$ cat src/hdl/eoc_map.svh
/*
 Register offset, field positions, reset value and timing counts of the
 external oscillator control block.
 Assumes a plain register port with an 8-bit address and 8-bit data.
*/
`ifndef EOC_MAP_SVH
`define EOC_MAP_SVH

`define EOC_ADDR_W            8
`define EOC_DATA_W            8
`define EOC_CTRL_ADDR         8'hB1
`define EOC_CTRL_RESET        8'h00

`define EOC_VALID_BIT         7
`define EOC_MODE_HI           6
`define EOC_MODE_LO           4
`define EOC_RSVD_BIT          3
`define EOC_RANGE_HI          2
`define EOC_RANGE_LO          0

`define EOC_CLK_PERIOD_NS     20
`define EOC_QUAL_TIME_NS      1000
`define EOC_QUAL_CYCLES       ((`EOC_QUAL_TIME_NS + `EOC_CLK_PERIOD_NS - 1) / `EOC_CLK_PERIOD_NS)
`define EOC_TIMER_DIV         8

`endif

$ cat src/hdl/eoc_pkg.sv
/*
 Types shared by the external oscillator control block.
 Assumes nothing of its surroundings.
*/
package eoc_pkg;

   typedef enum logic [2:0] {
      EOC_MODE_OFF_A     = 3'b000,
      EOC_MODE_OFF_B     = 3'b001,
      EOC_MODE_CMOS      = 3'b010,
      EOC_MODE_CMOS_HALF = 3'b011,
      EOC_MODE_RC        = 3'b100,
      EOC_MODE_CAP       = 3'b101,
      EOC_MODE_XTAL      = 3'b110,
      EOC_MODE_XTAL_HALF = 3'b111
   } eoc_mode_t;

endpackage : eoc_pkg

$ cat src/hdl/eoc_top.sv
/*
 External oscillator control: the control register, the mode decode that
 enables the analog drive circuit and claims its port pins, the crystal
 valid flag and the divided timer clock enable.
 Assumes a register port with one-cycle strobes, an analog oscillator that
 returns its raw clock and an amplitude-good level, and port logic that
 honours the pin claims.
*/
// Contract
// - Crystal or resonator mode claims P0.2 as input and P0.3 as output pin.
// - Capacitor, RC or CMOS clock mode claims only P0.3.
// - Oscillator divided by eight is offered to timers and counter array; the two halved modes divide it by sixteen.
// - Divided clock is synchronised to the core clock, jitter within one core clock cycle.
// - Crystal valid flag reads zero until amplitude settles, then one.
// - Mode values 00x switch the oscillator circuit off.
// - Modes decode as CMOS, CMOS halved, RC, capacitor, crystal, crystal halved.
`timescale 1ns/100ps
`include "eoc_map.svh"

module eoc_top
   import eoc_pkg::*;
#(
   parameter int QUAL_CYCLES = `EOC_QUAL_CYCLES,
   parameter int TIMER_DIV   = `EOC_TIMER_DIV
) (
   input  wire logic                   clock,
   input  wire logic                   rstn,
   input  wire logic                   ce,
   input  wire logic [`EOC_ADDR_W-1:0] addr,
   input  wire logic [`EOC_DATA_W-1:0] wdata,
   input  wire logic                   wr,
   input  wire logic                   rd,
   output logic      [`EOC_DATA_W-1:0] rdata,
   input  wire logic                   osc_raw,
   input  wire logic                   amp_ok,
   output logic                        osc_enable,
   output logic                        crystal_sel,
   output logic                        rc_sel,
   output logic                        cap_sel,
   output logic                        cmos_sel,
   output logic                        halve_sel,
   output logic      [2:0]             drive_range_select,
   output logic                        osc_input_pin_claim,
   output logic                        osc_output_pin_claim,
   output logic                        crystal_valid_flag,
   output logic                        timer_tick
);

   localparam int QW = $clog2(QUAL_CYCLES + 1);

   generate
      if (QUAL_CYCLES < 1) begin : g_bad_qual
         $error("QUAL_CYCLES must be at least 1.");
      end
      if (TIMER_DIV < 2) begin : g_bad_div
         $error("TIMER_DIV must be at least 2.");
      end
   endgenerate

   typedef struct packed {
      eoc_mode_t             mode;
      logic [2:0]            range;
      logic [2:0]            amp_sync;
      logic                  amp_level;
      logic [QW-1:0]         qual_cnt;
      logic                  valid;
      logic [`EOC_DATA_W-1:0] rdata;
      logic                  osc_enable;
      logic                  crystal_sel;
      logic                  rc_sel;
      logic                  cap_sel;
      logic                  cmos_sel;
      logic                  halve_sel;
      logic [2:0]            drive_range;
      logic                  in_claim;
      logic                  out_claim;
      logic                  tick;
   } eoc_state_t;

   eoc_state_t state;
   eoc_state_t next_state;

   logic       div_tick;
   logic       dec_on;
   logic       dec_xtal;
   logic       dec_rc;
   logic       dec_cap;
   logic       dec_cmos;
   logic       dec_half;
   logic [7:0] ctrl_view;

   // Mode decode of the current register contents.
   always_comb begin
      dec_on   = 1'b0;
      dec_xtal = 1'b0;
      dec_rc   = 1'b0;
      dec_cap  = 1'b0;
      dec_cmos = 1'b0;
      dec_half = 1'b0;
      unique case (state.mode)
         EOC_MODE_OFF_A, EOC_MODE_OFF_B: begin
            dec_on = 1'b0;
         end
         EOC_MODE_CMOS: begin
            dec_on   = 1'b1;
            dec_cmos = 1'b1;
         end
         EOC_MODE_CMOS_HALF: begin
            dec_on   = 1'b1;
            dec_cmos = 1'b1;
            dec_half = 1'b1;
         end
         EOC_MODE_RC: begin
            dec_on = 1'b1;
            dec_rc = 1'b1;
         end
         EOC_MODE_CAP: begin
            dec_on  = 1'b1;
            dec_cap = 1'b1;
         end
         EOC_MODE_XTAL: begin
            dec_on   = 1'b1;
            dec_xtal = 1'b1;
         end
         EOC_MODE_XTAL_HALF: begin
            dec_on   = 1'b1;
            dec_xtal = 1'b1;
            dec_half = 1'b1;
         end
      endcase
   end

   // Register image as software sees it; the reserved bit reads as zero.
   always_comb begin
      ctrl_view = 8'h00;
      ctrl_view[`EOC_VALID_BIT] = state.valid;
      ctrl_view[`EOC_MODE_HI:`EOC_MODE_LO] = state.mode;
      ctrl_view[`EOC_RSVD_BIT] = 1'b0;
      ctrl_view[`EOC_RANGE_HI:`EOC_RANGE_LO] = state.range;
   end

   always_comb begin
      next_state = state;

      // Register write: the valid flag and the reserved bit are read only.
      if (wr && addr == `EOC_CTRL_ADDR) begin
         next_state.mode  = eoc_mode_t'(wdata[`EOC_MODE_HI:`EOC_MODE_LO]);
         next_state.range = wdata[`EOC_RANGE_HI:`EOC_RANGE_LO];
      end

      // Read data stand in the cycle after the strobe only.
      next_state.rdata = 8'h00;
      if (rd && addr == `EOC_CTRL_ADDR) begin
         next_state.rdata = ctrl_view;
      end

      // Amplitude-good level from the analog detector, three flip-flops.
      next_state.amp_sync = {state.amp_sync[1:0], amp_ok};
      if (state.amp_sync[1] == state.amp_sync[2]) begin
         next_state.amp_level = state.amp_sync[2];
      end

      // Crystal valid rises only after the amplitude has held good.
      if (dec_xtal && state.amp_level) begin
         if (state.qual_cnt >= QW'(QUAL_CYCLES)) begin
            next_state.valid = 1'b1;
         end else begin
            next_state.qual_cnt = state.qual_cnt + QW'(1);
            next_state.valid    = 1'b0;
         end
      end else begin
         next_state.qual_cnt = '0;
         next_state.valid    = 1'b0;
      end

      // Analog mode selects and pin claims follow the decoded mode, drive range the range field.
      next_state.osc_enable  = dec_on;
      next_state.crystal_sel = dec_xtal;
      next_state.rc_sel      = dec_rc;
      next_state.cap_sel     = dec_cap;
      next_state.cmos_sel    = dec_cmos;
      next_state.halve_sel   = dec_half;
      next_state.drive_range = state.range;
      next_state.in_claim    = dec_xtal;
      next_state.out_claim   = dec_on;

      next_state.tick = div_tick;
   end

   always_ff @(posedge clock or negedge rstn) begin
      if (!rstn) begin
         state <= '0;
      end else if (ce) begin
         state <= next_state;
      end
   end

   eoc_edge_div #(
      .DIV (TIMER_DIV)
   ) u_div (
      .clock  (clock),
      .rstn   (rstn),
      .ce     (ce),
      .enable (state.osc_enable),
      .halve  (state.halve_sel),
      .raw_in (osc_raw),
      .tick   (div_tick)
   );

   assign rdata                = state.rdata;
   assign osc_enable           = state.osc_enable;
   assign crystal_sel          = state.crystal_sel;
   assign rc_sel               = state.rc_sel;
   assign cap_sel              = state.cap_sel;
   assign cmos_sel             = state.cmos_sel;
   assign halve_sel            = state.halve_sel;
   assign drive_range_select   = state.drive_range;
   assign osc_input_pin_claim  = state.in_claim;
   assign osc_output_pin_claim = state.out_claim;
   assign crystal_valid_flag   = state.valid;
   assign timer_tick           = state.tick;

endmodule : eoc_top

$ cat src/hdl/eoc_edge_div.sv
/*
 Synchroniser, edge detector and divider for the external oscillator.
 Produces a one-cycle enable pulse in the core clock domain every DIV
 rising edges of the raw oscillator, or every 2*DIV edges when halved.
 Assumes the raw oscillator runs no faster than a quarter of the core clock.
*/
`timescale 1ns/100ps
`include "eoc_map.svh"

module eoc_edge_div
   import eoc_pkg::*;
#(
   parameter int DIV = `EOC_TIMER_DIV
) (
   input  wire logic clock,
   input  wire logic rstn,
   input  wire logic ce,
   input  wire logic enable,
   input  wire logic halve,
   input  wire logic raw_in,
   output logic      tick
);

   localparam int CW = $clog2(2 * DIV);

   generate
      if (DIV < 2) begin : g_bad_div
         $error("DIV must be at least 2.");
      end
   endgenerate

   typedef struct packed {
      logic [2:0]    sync;
      logic          level;
      logic [CW-1:0] cnt;
      logic          tick;
   } eoc_div_state_t;

   eoc_div_state_t state;
   eoc_div_state_t next_state;

   logic [CW-1:0] last_count;

   always_comb begin
      last_count = halve ? CW'(2 * DIV - 1) : CW'(DIV - 1);
      next_state = state;
      next_state.sync = {state.sync[1:0], raw_in};
      next_state.tick = 1'b0;
      if (state.sync[1] == state.sync[2]) begin
         next_state.level = state.sync[2];
      end
      if (!enable) begin
         next_state.cnt = '0;
      end else if (next_state.level && !state.level) begin
         if (state.cnt >= last_count) begin
            next_state.cnt  = '0;
            next_state.tick = 1'b1;
         end else begin
            next_state.cnt = state.cnt + CW'(1);
         end
      end
   end

   always_ff @(posedge clock or negedge rstn) begin
      if (!rstn) begin
         state <= '0;
      end else if (ce) begin
         state <= next_state;
      end
   end

   assign tick = state.tick;

endmodule : eoc_edge_div

$ cat config.mk
export PLATFORM = sky130hd
export DESIGN_NAME = eoc_top
export DESIGN_NICKNAME = d
export VERILOG_FILES = /design/src/hdl/eoc_pkg.sv /design/src/hdl/eoc_top.sv /design/src/hdl/eoc_edge_div.sv
export VERILOG_INCLUDE_DIRS = /design/src /design/src/hdl
export SDC_FILE = /design/constraint.sdc
export NUM_CORES = 1
export LEC_CHECK = 0
export BUFFER_PORTS_ARGS = -buffer_cell sky130_fd_sc_hd__buf_2
export CAP_MARGIN = 20
export CORE_ASPECT_RATIO = 0.75
export CORE_MARGIN = 2
export CORE_UTILIZATION = 45
export DETAILED_ROUTE_END_ITERATION = 16
export GPL_TIMING_DRIVEN = 0
export PLACE_DENSITY = 0.75
export SETUP_SLACK_MARGIN = 0.02
export SYNTH_ARGS = -nofsm -noshare
export SYNTH_HDL_FRONTEND = slang
export SYNTH_SLANG_ARGS = --single-unit
$ cat constraint.sdc
create_clock -name clock -period 3.1 [get_ports clock]
set_input_delay 0 -clock clock [delete_from_list [all_inputs] [get_ports clock]]
set_output_delay 0 -clock clock [all_outputs]
set_load 0.01 [all_outputs]
==> impl_metrics.tcl, run 1 <==
set metrics [dict create \
    numCtsBuffers 5 \
    final_area_sq_mm 0.00252 \
    hold_path.class "in2reg" \
    routedWlPerCell_um 13.6 \
    regArea_sq_mm 0.00108 \
    globalRouteTotalUtil 0.171 \
    die_h_um 61.9 \
    status "finished, final reports clean" \
    post-dp-hpwl_um 2670 \
    critPathCapture "state[24]$_DFFE_PN0P_" \
    synth_async_sr_flop_share 1.00 \
    timing.reg2reg.worst_path_depth 6 \
    setup_violations 0 \
    share_of_the_synthesized_area_in_the_top_cell_type 0.535 \
    max-vdd-ir-drop_v 0.000277 \
    syn_inst 176 \
    final.fill_count 383 \
    worstSetupPathType "reg2reg" \
    io_buffers 39 \
    synth.ff_latch_count 43 \
    placed_cells 272 \
    antenna_violations_before_repair 0 \
    insertion_delay_ps 290 \
    post-cts-setup-buffers 0 \
    post_synth_num_cell_types 37 \
    total_area_of_multi_input_combinational_cells_sq_um 756 \
    detail_route.wirelength_um 3950 \
    drtAntennaViolNets 0 \
    final_layout_size_suffix_gt1_frac 0.361 \
    layout.nets 259 \
    multiplexer_share_of_the_synthesized_area 0.0952 \
    clkTransAtPathRegs_ps 90 \
    cts_root_buf "sky130_fd_sc_hd__clkbuf_8" \
    synth_xor_xnor_area_share 0 \
    die_footprint_sq_mm 0.00502 \
    synthSimpleGateAreaFrac 0.112 \
    grtUsageMet2 0.260 \
    ctsHoldBuffers 9 \
    power-per-cell-area_mw_per_mm2 487 \
    required_ps 3300 \
    yosys.cell_count.top_type "sky130_fd_sc_hd__dfrtp_1" \
    cts_repair_resize_count 0 \
    grt-ovfl-total 0 \
    global_route.peak_usage_layer "met2" \
    global_route_wire_length_before_repair_um 6410 \
    final_hold_viol_count 0 \
    sort_of_element_at_the_start_of_the_critical_path "register" \
    netlist_top_cells_area "sky130_fd_sc_hd__dfrtp_1, sky130_fd_sc_hd__buf_4, sky130_fd_sc_hd__mux2_2" \
    vias 1496 \
    syn-num-nets 203 \
    via_count_of_the_first_global_routing_pass 1354 \
    gp_congestion 0.810 \
    critical_path.endpoint_type "register" \
    critical_path.reg2reg.startpoint "state[21]$_DFFE_PN0P_" \
    largest_family_of_logic_cells_by_synthesized_area "compound AO/OA/AOI/OAI gates" \
    critPathMaxFanout 6 \
    vias_per_cell 5.16 \
    layout_worst_path_cycle_share 0.505 \
    clock_sink_count 43 \
    p_leak_uw 0.00127 \
    synth_compound_area_frac 0.142 \
    cp-startpoint "state[21]$_DFFE_PN0P_" \
    initial_util 0.458 \
    htree_num_levels 2 \
    fp-row-count 21 \
    final_period_minus_worst_setup_slack_ps 1570 \
    timing.setup.tns_ps 0 \
    pin_count_of_the_biggest_net_entering_global_routing 44 \
    grt_use_met1 0.246 \
    cap_viol_max_count 0 \
    yosysWarningCount 0 \
    globalRouteMet3Util 0.0448 \
    dieWidth_um 81.2 \
    synth.yosys.seq_area_share 0.535 \
    number_of_remaining_drc_errors 0 \
    dpl_cell_area_sq_mm 0.00228 \
    post_placement_worst_setup_slack_ps 1560 \
    design.portCount 44 \
    netlist_area_sq_mm 0.00201 \
    max-clock-path-buffers 2 \
    final-instance-count-excl-fill 290 \
    fin_worst_hold_slack_ps 37.0 \
    maxClockFrequency_ghz 0.638 \
    register_to_register_setup_slack_ps 1530 \
    slew_viol_final 0 \
    drt_pass1_iterations 4 \
    synth_area_leader_cell "sky130_fd_sc_hd__dfrtp_1" \
    synthesis.area_per_instance_sq_um 11.4 \
    antennaDiodeCount 0 \
    synth-edff-count 0 \
    grt_setup_unrepaired "no" \
    cts_tree "yes" \
    syn_to_final_growth_pct 25.5 \
    finalClockSkew_ps 4.05 \
    drt_first_iter_violations 88 \
    setup_ws_ps 1530 \
    synth.top_cells.by_count "sky130_fd_sc_hd__dfrtp_1, sky130_fd_sc_hd__buf_4, sky130_fd_sc_hd__o21ai_0" \
    worst_r2r_endpoint "state[24]$_DFFE_PN0P_" \
    adder_cell_share_of_the_synthesized_area 0.0249 \
    placeableCoreArea_sq_mm 0.00439 \
    worst-endpoint-arrival_ps 1770 \
    yosys_most_used_dff "sky130_fd_sc_hd__dfrtp_1" \
]
-- cell type report --
cell class | count | area share
Sequential cell | 43 | 0.426
Clock inverter | 3 | 0.0268
Inverter | 10 | 0.0149
Multi-Input combinational cell | 102 | 0.299
Timing Repair Buffer | 49 | 0.121
Tap cell | 57 | 0.0283
Buffer | 21 | 0.0560
Clock buffer | 5 | 0.0273
-- registers in the layout, indices dropped and copies added (netlist names), 2 cells and up --
name and flops:
state 8, rdata 7, ctrl_view 6, u_div.state 6
drive_range_select 3, next_state 2, u_div.next_state 2
-- metal layers --
metal	wire length (um)	vias up
li1	-	724
met1	1970	719
met2	1760	49
met3	202	4
met4	30	0
met5	0	-
-- stage by stage --
stage | power (uW) | util
after floorplan | 666 | -
after global placement | 704 | 0.519
after detailed placement | 709 | 0.519
after CTS | 1230 | 0.571
after global routing | 1280 | 0.575
final | 1230 | 0.575
-- where the power goes --
| group | switching [uW] | internal [uW] | total (uW) | leakage [uW] |
|---|---|---|---|---|
| sequential | 21.8 | 587 | 608 | 0.000582 |
| clock | 198 | 321 | 519 | 0.0000644 |
| combinational | 50.1 | 50.6 | 101 | 0.000627 |
-- cells in the final DEF (no fill, tap or decap), types with 6 or more instances in the layout --
cell type and count:
sky130_fd_sc_hd__o21ai_1 8, sky130_fd_sc_hd__a21oi_1 7, sky130_fd_sc_hd__nand2_1 9, sky130_fd_sc_hd__mux2_4 6, sky130_fd_sc_hd__dlygate4sd3_1 9, sky130_fd_sc_hd__inv_1 9, sky130_fd_sc_hd__a22o_1 7, sky130_fd_sc_hd__nand3_1 8
sky130_fd_sc_hd__dfrtp_1 43, sky130_fd_sc_hd__o21ai_0 14, sky130_fd_sc_hd__buf_4 14, sky130_fd_sc_hd__mux2_2 9, sky130_fd_sc_hd__buf_2 41
-- worst min-delay path by stage --
| stage | start | endpoint | slack (ps) | depth (start not counted) |
|---|---|---|---|---|
| after floorplan | rstn | cap_sel$_DFFE_PN0P_ | -300 | 0 |
| after global placement | rstn | u_div.state[1]$_DFFE_PN0P_ | 200 | 1 |
| after detailed placement | rstn | u_div.state[4]$_DFFE_PN0P_ | 200 | 1 |
| after CTS | ce | u_div.state[8]$_DFFE_PN0P_ | 30 | 3 |
| after global routing | ce | u_div.state[8]$_DFFE_PN0P_ | 60 | 3 |
| final | ce | u_div.state[8]$_DFFE_PN0P_ | 40 | 3 |
-- worst max-delay path, stage by stage, from the launching register on --
cell and delay [ps]:
sky130_fd_sc_hd__dfrtp_1 420, sky130_fd_sc_hd__inv_1 60, sky130_fd_sc_hd__ha_1 200, sky130_fd_sc_hd__nor4_2 210, sky130_fd_sc_hd__or2_1 170, sky130_fd_sc_hd__nand3_1 170
sky130_fd_sc_hd__o31ai_1 240
-- cells by family after synthesis --
kind of cell	count (synthesis)
mux	15
fa+ha+maj	4
buf+inv	31
simple gates	36
flops	43
compound gates	46
other cells	1
Power figures use the tool's default switching activity.
==> run 2, diff against run 1 <==
- clock period: 3.1 -> 1.6 ns (I/O delays scaled with it)
==> run 2 against run 1 <==
  * Combinational power is 94% higher
  * Largest cell class unchanged
  * Register-to-register slack got worse by 1400 ps
  * Largest power group unchanged
  * Final area is 1.1% higher
  * Via count up 0.47%
  * First-iteration DRC count fell by 16%
  * Clock-buffer cell count unchanged
  * Worst setup slack worse by 1400 ps
  * Maximum frequency increased by 4.1%
==> impl_metrics.tcl, run 2 (synthesized netlist as in run 1, its figures left out) <==
set metrics [dict create \
    timing.setup.tns_ps 0 \
    final_layout_size_suffix_gt1_frac 0.376 \
    layout_worst_path_cycle_share 0.941 \
    final.fill_count 378 \
    worst_hold_path.endpoint "u_div.state[8]$_DFFE_PN0P_" \
    cts_root_buf "sky130_fd_sc_hd__clkbuf_8" \
    antennaDiodeCount 0 \
    timing.critical_path.slowest_stage_cell "sky130_fd_sc_hd__dfrtp_2" \
    global_route_wire_length_before_repair_um 6450 \
    die_h_um 61.9 \
    critical_path.reg2reg.startpoint "state[22]$_DFFE_PN0P_" \
    io_buffers 39 \
    register_to_register_setup_slack_ps 90 \
    drt_first_iter_violations 74 \
    insertion_delay_ps 290 \
    numCtsBuffers 5 \
    slew_viol_final 0 \
    vias_per_cell 5.16 \
    setup_violations 0 \
    via_count_of_the_first_global_routing_pass 1362 \
    largest_stage_delay_on_the_critical_path_ps 460 \
    critical-path-top-delay-family "simple AND/OR/NAND/NOR gates" \
    hp-start "ce" \
    die_footprint_sq_mm 0.00502 \
    registers.top_by_ff_count "state" \
    final_period_minus_worst_setup_slack_ps 1510 \
    detail_route.wirelength_um 4000 \
    antenna_violations_before_repair 0 \
    critical_path_buffers_and_inverters 0 \
    timing.reg2reg.worst_path_depth 5 \
    grt-ovfl-total 0 \
    required_ps 1810 \
    worstSetupPathType "reg2reg" \
    number_of_remaining_drc_errors 0 \
    power-per-cell-area_mw_per_mm2 933 \
    max-clock-path-buffers 2 \
    htree_num_levels 2 \
    cap_viol_max_count 0 \
    worst_r2r_endpoint "state[24]$_DFFE_PN0P_" \
    clock_sink_count 43 \
    dieWidth_um 81.2 \
    vias 1503 \
    layout.cells.most_common "sky130_fd_sc_hd__dfrtp_1" \
    hold_path.class "in2reg" \
    maxClockFrequency_ghz 0.664 \
    pin_count_of_the_biggest_net_entering_global_routing 44 \
    timing.hold.worst_path_depth 3 \
    status "finished, final reports clean" \
    layout.nets 260 \
    max-vdd-ir-drop_v 0.000537 \
    clkTransAtPathRegs_ps 90 \
    p_leak_uw 0.00128 \
    critPathMaxFanout 6 \
    globalRouteTotalUtil 0.172 \
    initial_util 0.458 \
    critical_path.endpoint_type "register" \
    drt_pass1_iterations 4 \
    drtAntennaViolNets 0 \
    post-dp-hpwl_um 2670 \
    finalClockSkew_ps 3.88 \
    final_util 0.581 \
    design.portCount 44 \
    final_hold_viol_count 0 \
    gp_congestion 0.810 \
    fp-row-count 21 \
    worst-endpoint-arrival_ps 1720 \
    syn_to_final_growth_pct 26.9 \
    flip_flop_count_of_the_largest_register_after_layout 8 \
    critical_path.cell_chain "ha_1 -> nor4_4 -> or2_1 -> nand3_2 -> o31ai_2" \
    layout_common_cells "sky130_fd_sc_hd__dfrtp_1, sky130_fd_sc_hd__buf_2, sky130_fd_sc_hd__buf_4, sky130_fd_sc_hd__o21ai_0" \
    placeableCoreArea_sq_mm 0.00439 \
    cts_tree "yes" \
    sort_of_element_at_the_start_of_the_critical_path "register" \
    routedWlPerCell_um 13.7 \
]
## run 2: layout make-up
type / instances / area, sq um / area share
Multi-Input combinational cell: 102 / 774 / 0.304
Buffer: 21 / 141 / 0.0554
Timing Repair Buffer: 50 / 313 / 0.123
Clock inverter: 3 / 67.6 / 0.0265
Clock buffer: 5 / 68.8 / 0.0270
Tap cell: 57 / 71.3 / 0.0280
Inverter: 10 / 37.5 / 0.0147
Sequential cell: 43 / 1080 / 0.422
## run 2: power by group
| part | internal (uW) | switching (uW) |
|---|---|---|
| logic | 98.2 | 98.1 |
| registers | 1140 | 41.6 |
| clock network | 622 | 384 |
## run 2: worst max-delay path by stage
stage                                       end                   from  cells past startpoint  slack (ps)
after floorplan           state[24]$_DFFE_PN0P_  state[21]$_DFFE_PN0P_                      6         250
after global placement    state[24]$_DFFE_PN0P_  state[21]$_DFFE_PN0P_                      6          60
after detailed placement  state[24]$_DFFE_PN0P_  state[21]$_DFFE_PN0P_                      6          60
after CTS                 state[24]$_DFFE_PN0P_  state[22]$_DFFE_PN0P_                      5          30
after global routing      state[24]$_DFFE_PN0P_  state[22]$_DFFE_PN0P_                      5         -40
final                     state[24]$_DFFE_PN0P_  state[22]$_DFFE_PN0P_                      5          90
## run 2: worst reg2reg max path, cell delays in order (launching register included)
cell,delay (ps)
sky130_fd_sc_hd__dfrtp_2,460
sky130_fd_sc_hd__ha_1,230
sky130_fd_sc_hd__nor4_4,190
sky130_fd_sc_hd__or2_1,180
sky130_fd_sc_hd__nand3_2,130
sky130_fd_sc_hd__o31ai_2,240
## run 2: what timing repair did
| action | CTS | global route |
|---|---|---|
| setup buffers | 1 | 0 |
| setup endpoints to repair | 1 | 3 |
| hold buffers | 9 | 0 |
| resized for setup | 0 | 4 |
| pin swaps | 0 | 1 |
| endpoints found under the hold margin | 51 | 0 |
## run 2: stage by stage
step	area [sq um]	hold slack [ps]	worst slack [ps]	total power [uW]	cells
6_report	2550	36.2	94.4	2380	291
5_1_grt	2550	61.6	-36.6	2490	291
4_1_cts	2510	32.8	29.6	2390	290
3_5_place_dp	2280	204	56.0	1370	272
3_3_place_gp	2280	200	61.5	1360	272
2_1_floorplan	2010	-296	248	1290	176
## run 2: routing by layer
| metal | wire, um | GRT usage | vias up |
|---|---|---|---|
| met5 | 0 | 0 | - |
| met4 | 30 | 0.0508 | 0 |
| met3 | 251 | 0.0448 | 4 |
| met2 | 1800 | 0.262 | 53 |
| met1 | 1920 | 0.247 | 719 |
| li1 | - | - | 727 |
==> run 3, diff against run 2 <==
- ABC_AREA: unset -> 1
- CAP_MARGIN: 20 -> unset
==> run 3 against run 2 <==
  * Utilization shrank 1.6 points
  * Synthesized cell count grew 39%
  * Largest cell class unchanged
  * Non-clock buffer count shrank 5
  * Wire length grew 6.2%
  * Highest routed layer unchanged
  * Critical path type unchanged
  * Sequential share of layout area grew 0.64 points
  * Hold slack lost 7.7 ps
==> impl_metrics.tcl, run 3 <==
set metrics [dict create \
    power-per-cell-area_mw_per_mm2 815 \
    cap_viol_max_count 0 \
    syn-num-nets 272 \
    setup_violations 0 \
    worst_max_slew_margin_expressed_relative_to_the_limit 0.384 \
    yosys.cell_count.top_type "sky130_fd_sc_hd__nand2_1" \
    yosysWarningCount 0 \
    gp_congestion 0.844 \
    pin_count_of_the_biggest_net_entering_global_routing 44 \
    synth-edff-count 0 \
    layout.cells.most_common "sky130_fd_sc_hd__nand2_1" \
    max-clock-path-buffers 2 \
    share_of_the_synthesized_area_in_the_top_cell_type 0.521 \
    worst-endpoint-arrival_ps 1550 \
    timing.setup.tns_ps 0 \
    die_h_um 62.7 \
    layout_common_cells "sky130_fd_sc_hd__nand2_1, sky130_fd_sc_hd__dfrtp_1, sky130_fd_sc_hd__buf_2, sky130_fd_sc_hd__inv_1" \
    synthesis.area_per_instance_sq_um 8.43 \
    placed_cells 341 \
    critical_path.most_common_cell "sky130_fd_sc_hd__nand2_1" \
    drt_first_iter_violations 105 \
    antenna_violations_before_repair 0 \
    synth.ff_latch_count 43 \
    netlist_area_sq_mm 0.00207 \
    synth_async_sr_flop_share 1.00 \
    dpl_cell_area_sq_mm 0.00233 \
    final_period_minus_worst_setup_slack_ps 1390 \
    grt_setup_unrepaired "no" \
    layout.nets 327 \
    global_route_wire_length_before_repair_um 7310 \
    yosys_most_used_dff "sky130_fd_sc_hd__dfrtp_1" \
    syn_to_final_growth_pct 21.5 \
    final.fill_count 417 \
    synth_area_leader_cell "sky130_fd_sc_hd__dfrtp_1" \
    drt_pass1_iterations 6 \
    critical_path.endpoint_type "register" \
    worstSetupPathType "reg2reg" \
    io_buffers 39 \
    largest_stage_delay_on_the_critical_path_ps 440 \
    post-dp-hpwl_um 2940 \
    final_util 0.565 \
    sort_of_element_at_the_start_of_the_critical_path "register" \
    hold_path.class "in2reg" \
    synth.yosys.seq_area_share 0.521 \
    antennaDiodeCount 0 \
    post_synth_num_cell_types 25 \
    vias_per_cell 4.80 \
    vias 1713 \
    grt-ovfl-total 0 \
    placeableCoreArea_sq_mm 0.00444 \
    slew_viol_final 0 \
    globalRouteTotalUtil 0.182 \
    insertion_delay_ps 290 \
    via_count_of_the_first_global_routing_pass 1645 \
    die_footprint_sq_mm 0.00515 \
    final_layout_size_suffix_gt1_frac 0.237 \
    status "finished, final reports clean" \
    registers.top_by_ff_count "state" \
    maxClockFrequency_ghz 0.720 \
    final_area_sq_mm 0.00251 \
    clock_sink_count 43 \
    critical-path-top-delay-family "simple AND/OR/NAND/NOR gates" \
    final-instance-count-excl-fill 357 \
    syn_inst 245 \
    register_to_register_setup_slack_ps 210 \
    netlist_top_cells_area "sky130_fd_sc_hd__dfrtp_1, sky130_fd_sc_hd__nand2_1, sky130_fd_sc_hd__buf_4" \
    flip_flop_count_of_the_largest_register_after_layout 8 \
    numCtsBuffers 5 \
    htree_num_levels 2 \
    layout_worst_path_cycle_share 0.868 \
    detail_route.wirelength_um 4250 \
    design.portCount 44 \
    initial_util 0.465 \
    drtAntennaViolNets 0 \
    fp-row-count 21 \
    critical_path.cell_chain "inv_1 -> ha_1 -> nor2_1 -> nand2_1 -> nand2_1 -> nand2_2 -> nand2_1 -> o21ai_0" \
    critical_path_buffers_and_inverters 1 \
    finalClockSkew_ps 6.90 \
    routedWlPerCell_um 11.9 \
    cts_root_buf "sky130_fd_sc_hd__clkbuf_8" \
    dieWidth_um 82.2 \
    number_of_remaining_drc_errors 0 \
    p_leak_uw 0.00135 \
    final_hold_viol_count 0 \
    required_ps 1760 \
    clkTransAtPathRegs_ps 70 \
    max-vdd-ir-drop_v 0.000411 \
    synth.top_cells.by_count "sky130_fd_sc_hd__nand2_1, sky130_fd_sc_hd__dfrtp_1, sky130_fd_sc_hd__inv_1" \
    worst-slew-pin-transition_ps 924 \
    critPathMaxFanout 9 \
    timing.critical_path.slowest_stage_cell "sky130_fd_sc_hd__dfrtp_1" \
    cts_repair_resize_count 0 \
    cts_tree "yes" \
]
==> run 3: changes by cell type after synthesis, sizes merged, moves of 4 or more <==
cell   delta
a21oi     -4
a22o      -7
and3      -5
inv      +12
mux2     -15
nand2    +78
nand3     +8
nand4     +9
nor2     +13
==> run 3: stage by stage <==
step | worst slack (ps) | power [uW] | hold slack (ps)
floorplan | 364 | 1280 | -296
global placement | 275 | 1370 | 201
detailed placement | 229 | 1370 | 197
CTS | 209 | 2070 | 23.4
global route | 51.0 | 2150 | 26.1
finish | 210 | 2050 | 28.6
==> run 3: report_power, final <==
group / internal (uW) / switching, uW / total, uW
Combinational: 81.1 / 123 / 204
Clock: 339 / 342 / 681
Sequential: 1130 / 30.5 / 1160
Total: 1550 / 496 / 2050
==> run 3: what timing repair did <==
item | in CTS | in global routing
setup buffers | 0 | 0
endpoints found under the hold margin | 51 | 0
hold buffers | 9 | 0
==> run 3: final timing paths <==
kind	from	end	depth (start not counted)
worst max-delay path	state[21]$_DFFE_PN0P_	state[25]$_DFFE_PN0P_	8
worst min-delay path	rd	rdata[7]$_DFFE_PN0P_	3
worst max register to register	state[21]$_DFFE_PN0P_	state[25]$_DFFE_PN0P_	8
worst min register to register	drive_range_select[0]$_DFFE_PN0P_	drive_range_select[0]$_DFFE_PN0P_	2
max in group asynchronous	rstn	rdata[5]$_DFFE_PN0P_	2
min in group asynchronous	rstn	drive_range_select[1]$_DFFE_PN0P_	2
==> run 3: worst register-to-register path, cell delays in order, from the launching register on <==
cell and delay (ps):
sky130_fd_sc_hd__dfrtp_1 440, sky130_fd_sc_hd__inv_1 100, sky130_fd_sc_hd__ha_1 200, sky130_fd_sc_hd__nor2_1 90, sky130_fd_sc_hd__nand2_1 60, sky130_fd_sc_hd__nand2_1 90, sky130_fd_sc_hd__nand2_2 130, sky130_fd_sc_hd__nand2_1 80
sky130_fd_sc_hd__o21ai_0 80
==> run 3: cell families (layout without fill, tap and decap cells) <==
group,after synthesis,in the layout,share of synthesized area
other,1,1,0.00182
AOI/OAI and AO/OA,27,27,0.0703
buffers and inverters,40,95,0.0999
DFF,43,43,0.521
adders and majority gates,4,4,0.0242
and+or+nand+nor,129,129,0.279
xor gates and xnor gates,1,1,0.00424
==> run 3: final cells by class <==
type / count / area (sq um) / area share
Sequential cell: 43 / 1080 / 0.429
Multi-Input combinational cell: 162 / 783 / 0.312
Buffer: 18 / 124 / 0.0494
Timing Repair Buffer: 48 / 285 / 0.114
Inverter: 22 / 82.6 / 0.0329
Clock buffer: 6 / 82.6 / 0.0329
Tap cell: 57 / 71.3 / 0.0284
Clock inverter: 1 / 5.00 / 0.00199
==> run 3: metal layers <==
layer  vias up  global-route usage  part of all wire
li1        874                   -                 -
met1       797               0.259              0.51
met2        40               0.284              0.45
met3         2              0.0390             0.043
met4         0              0.0375            0.0042
met5         -                   0                 0
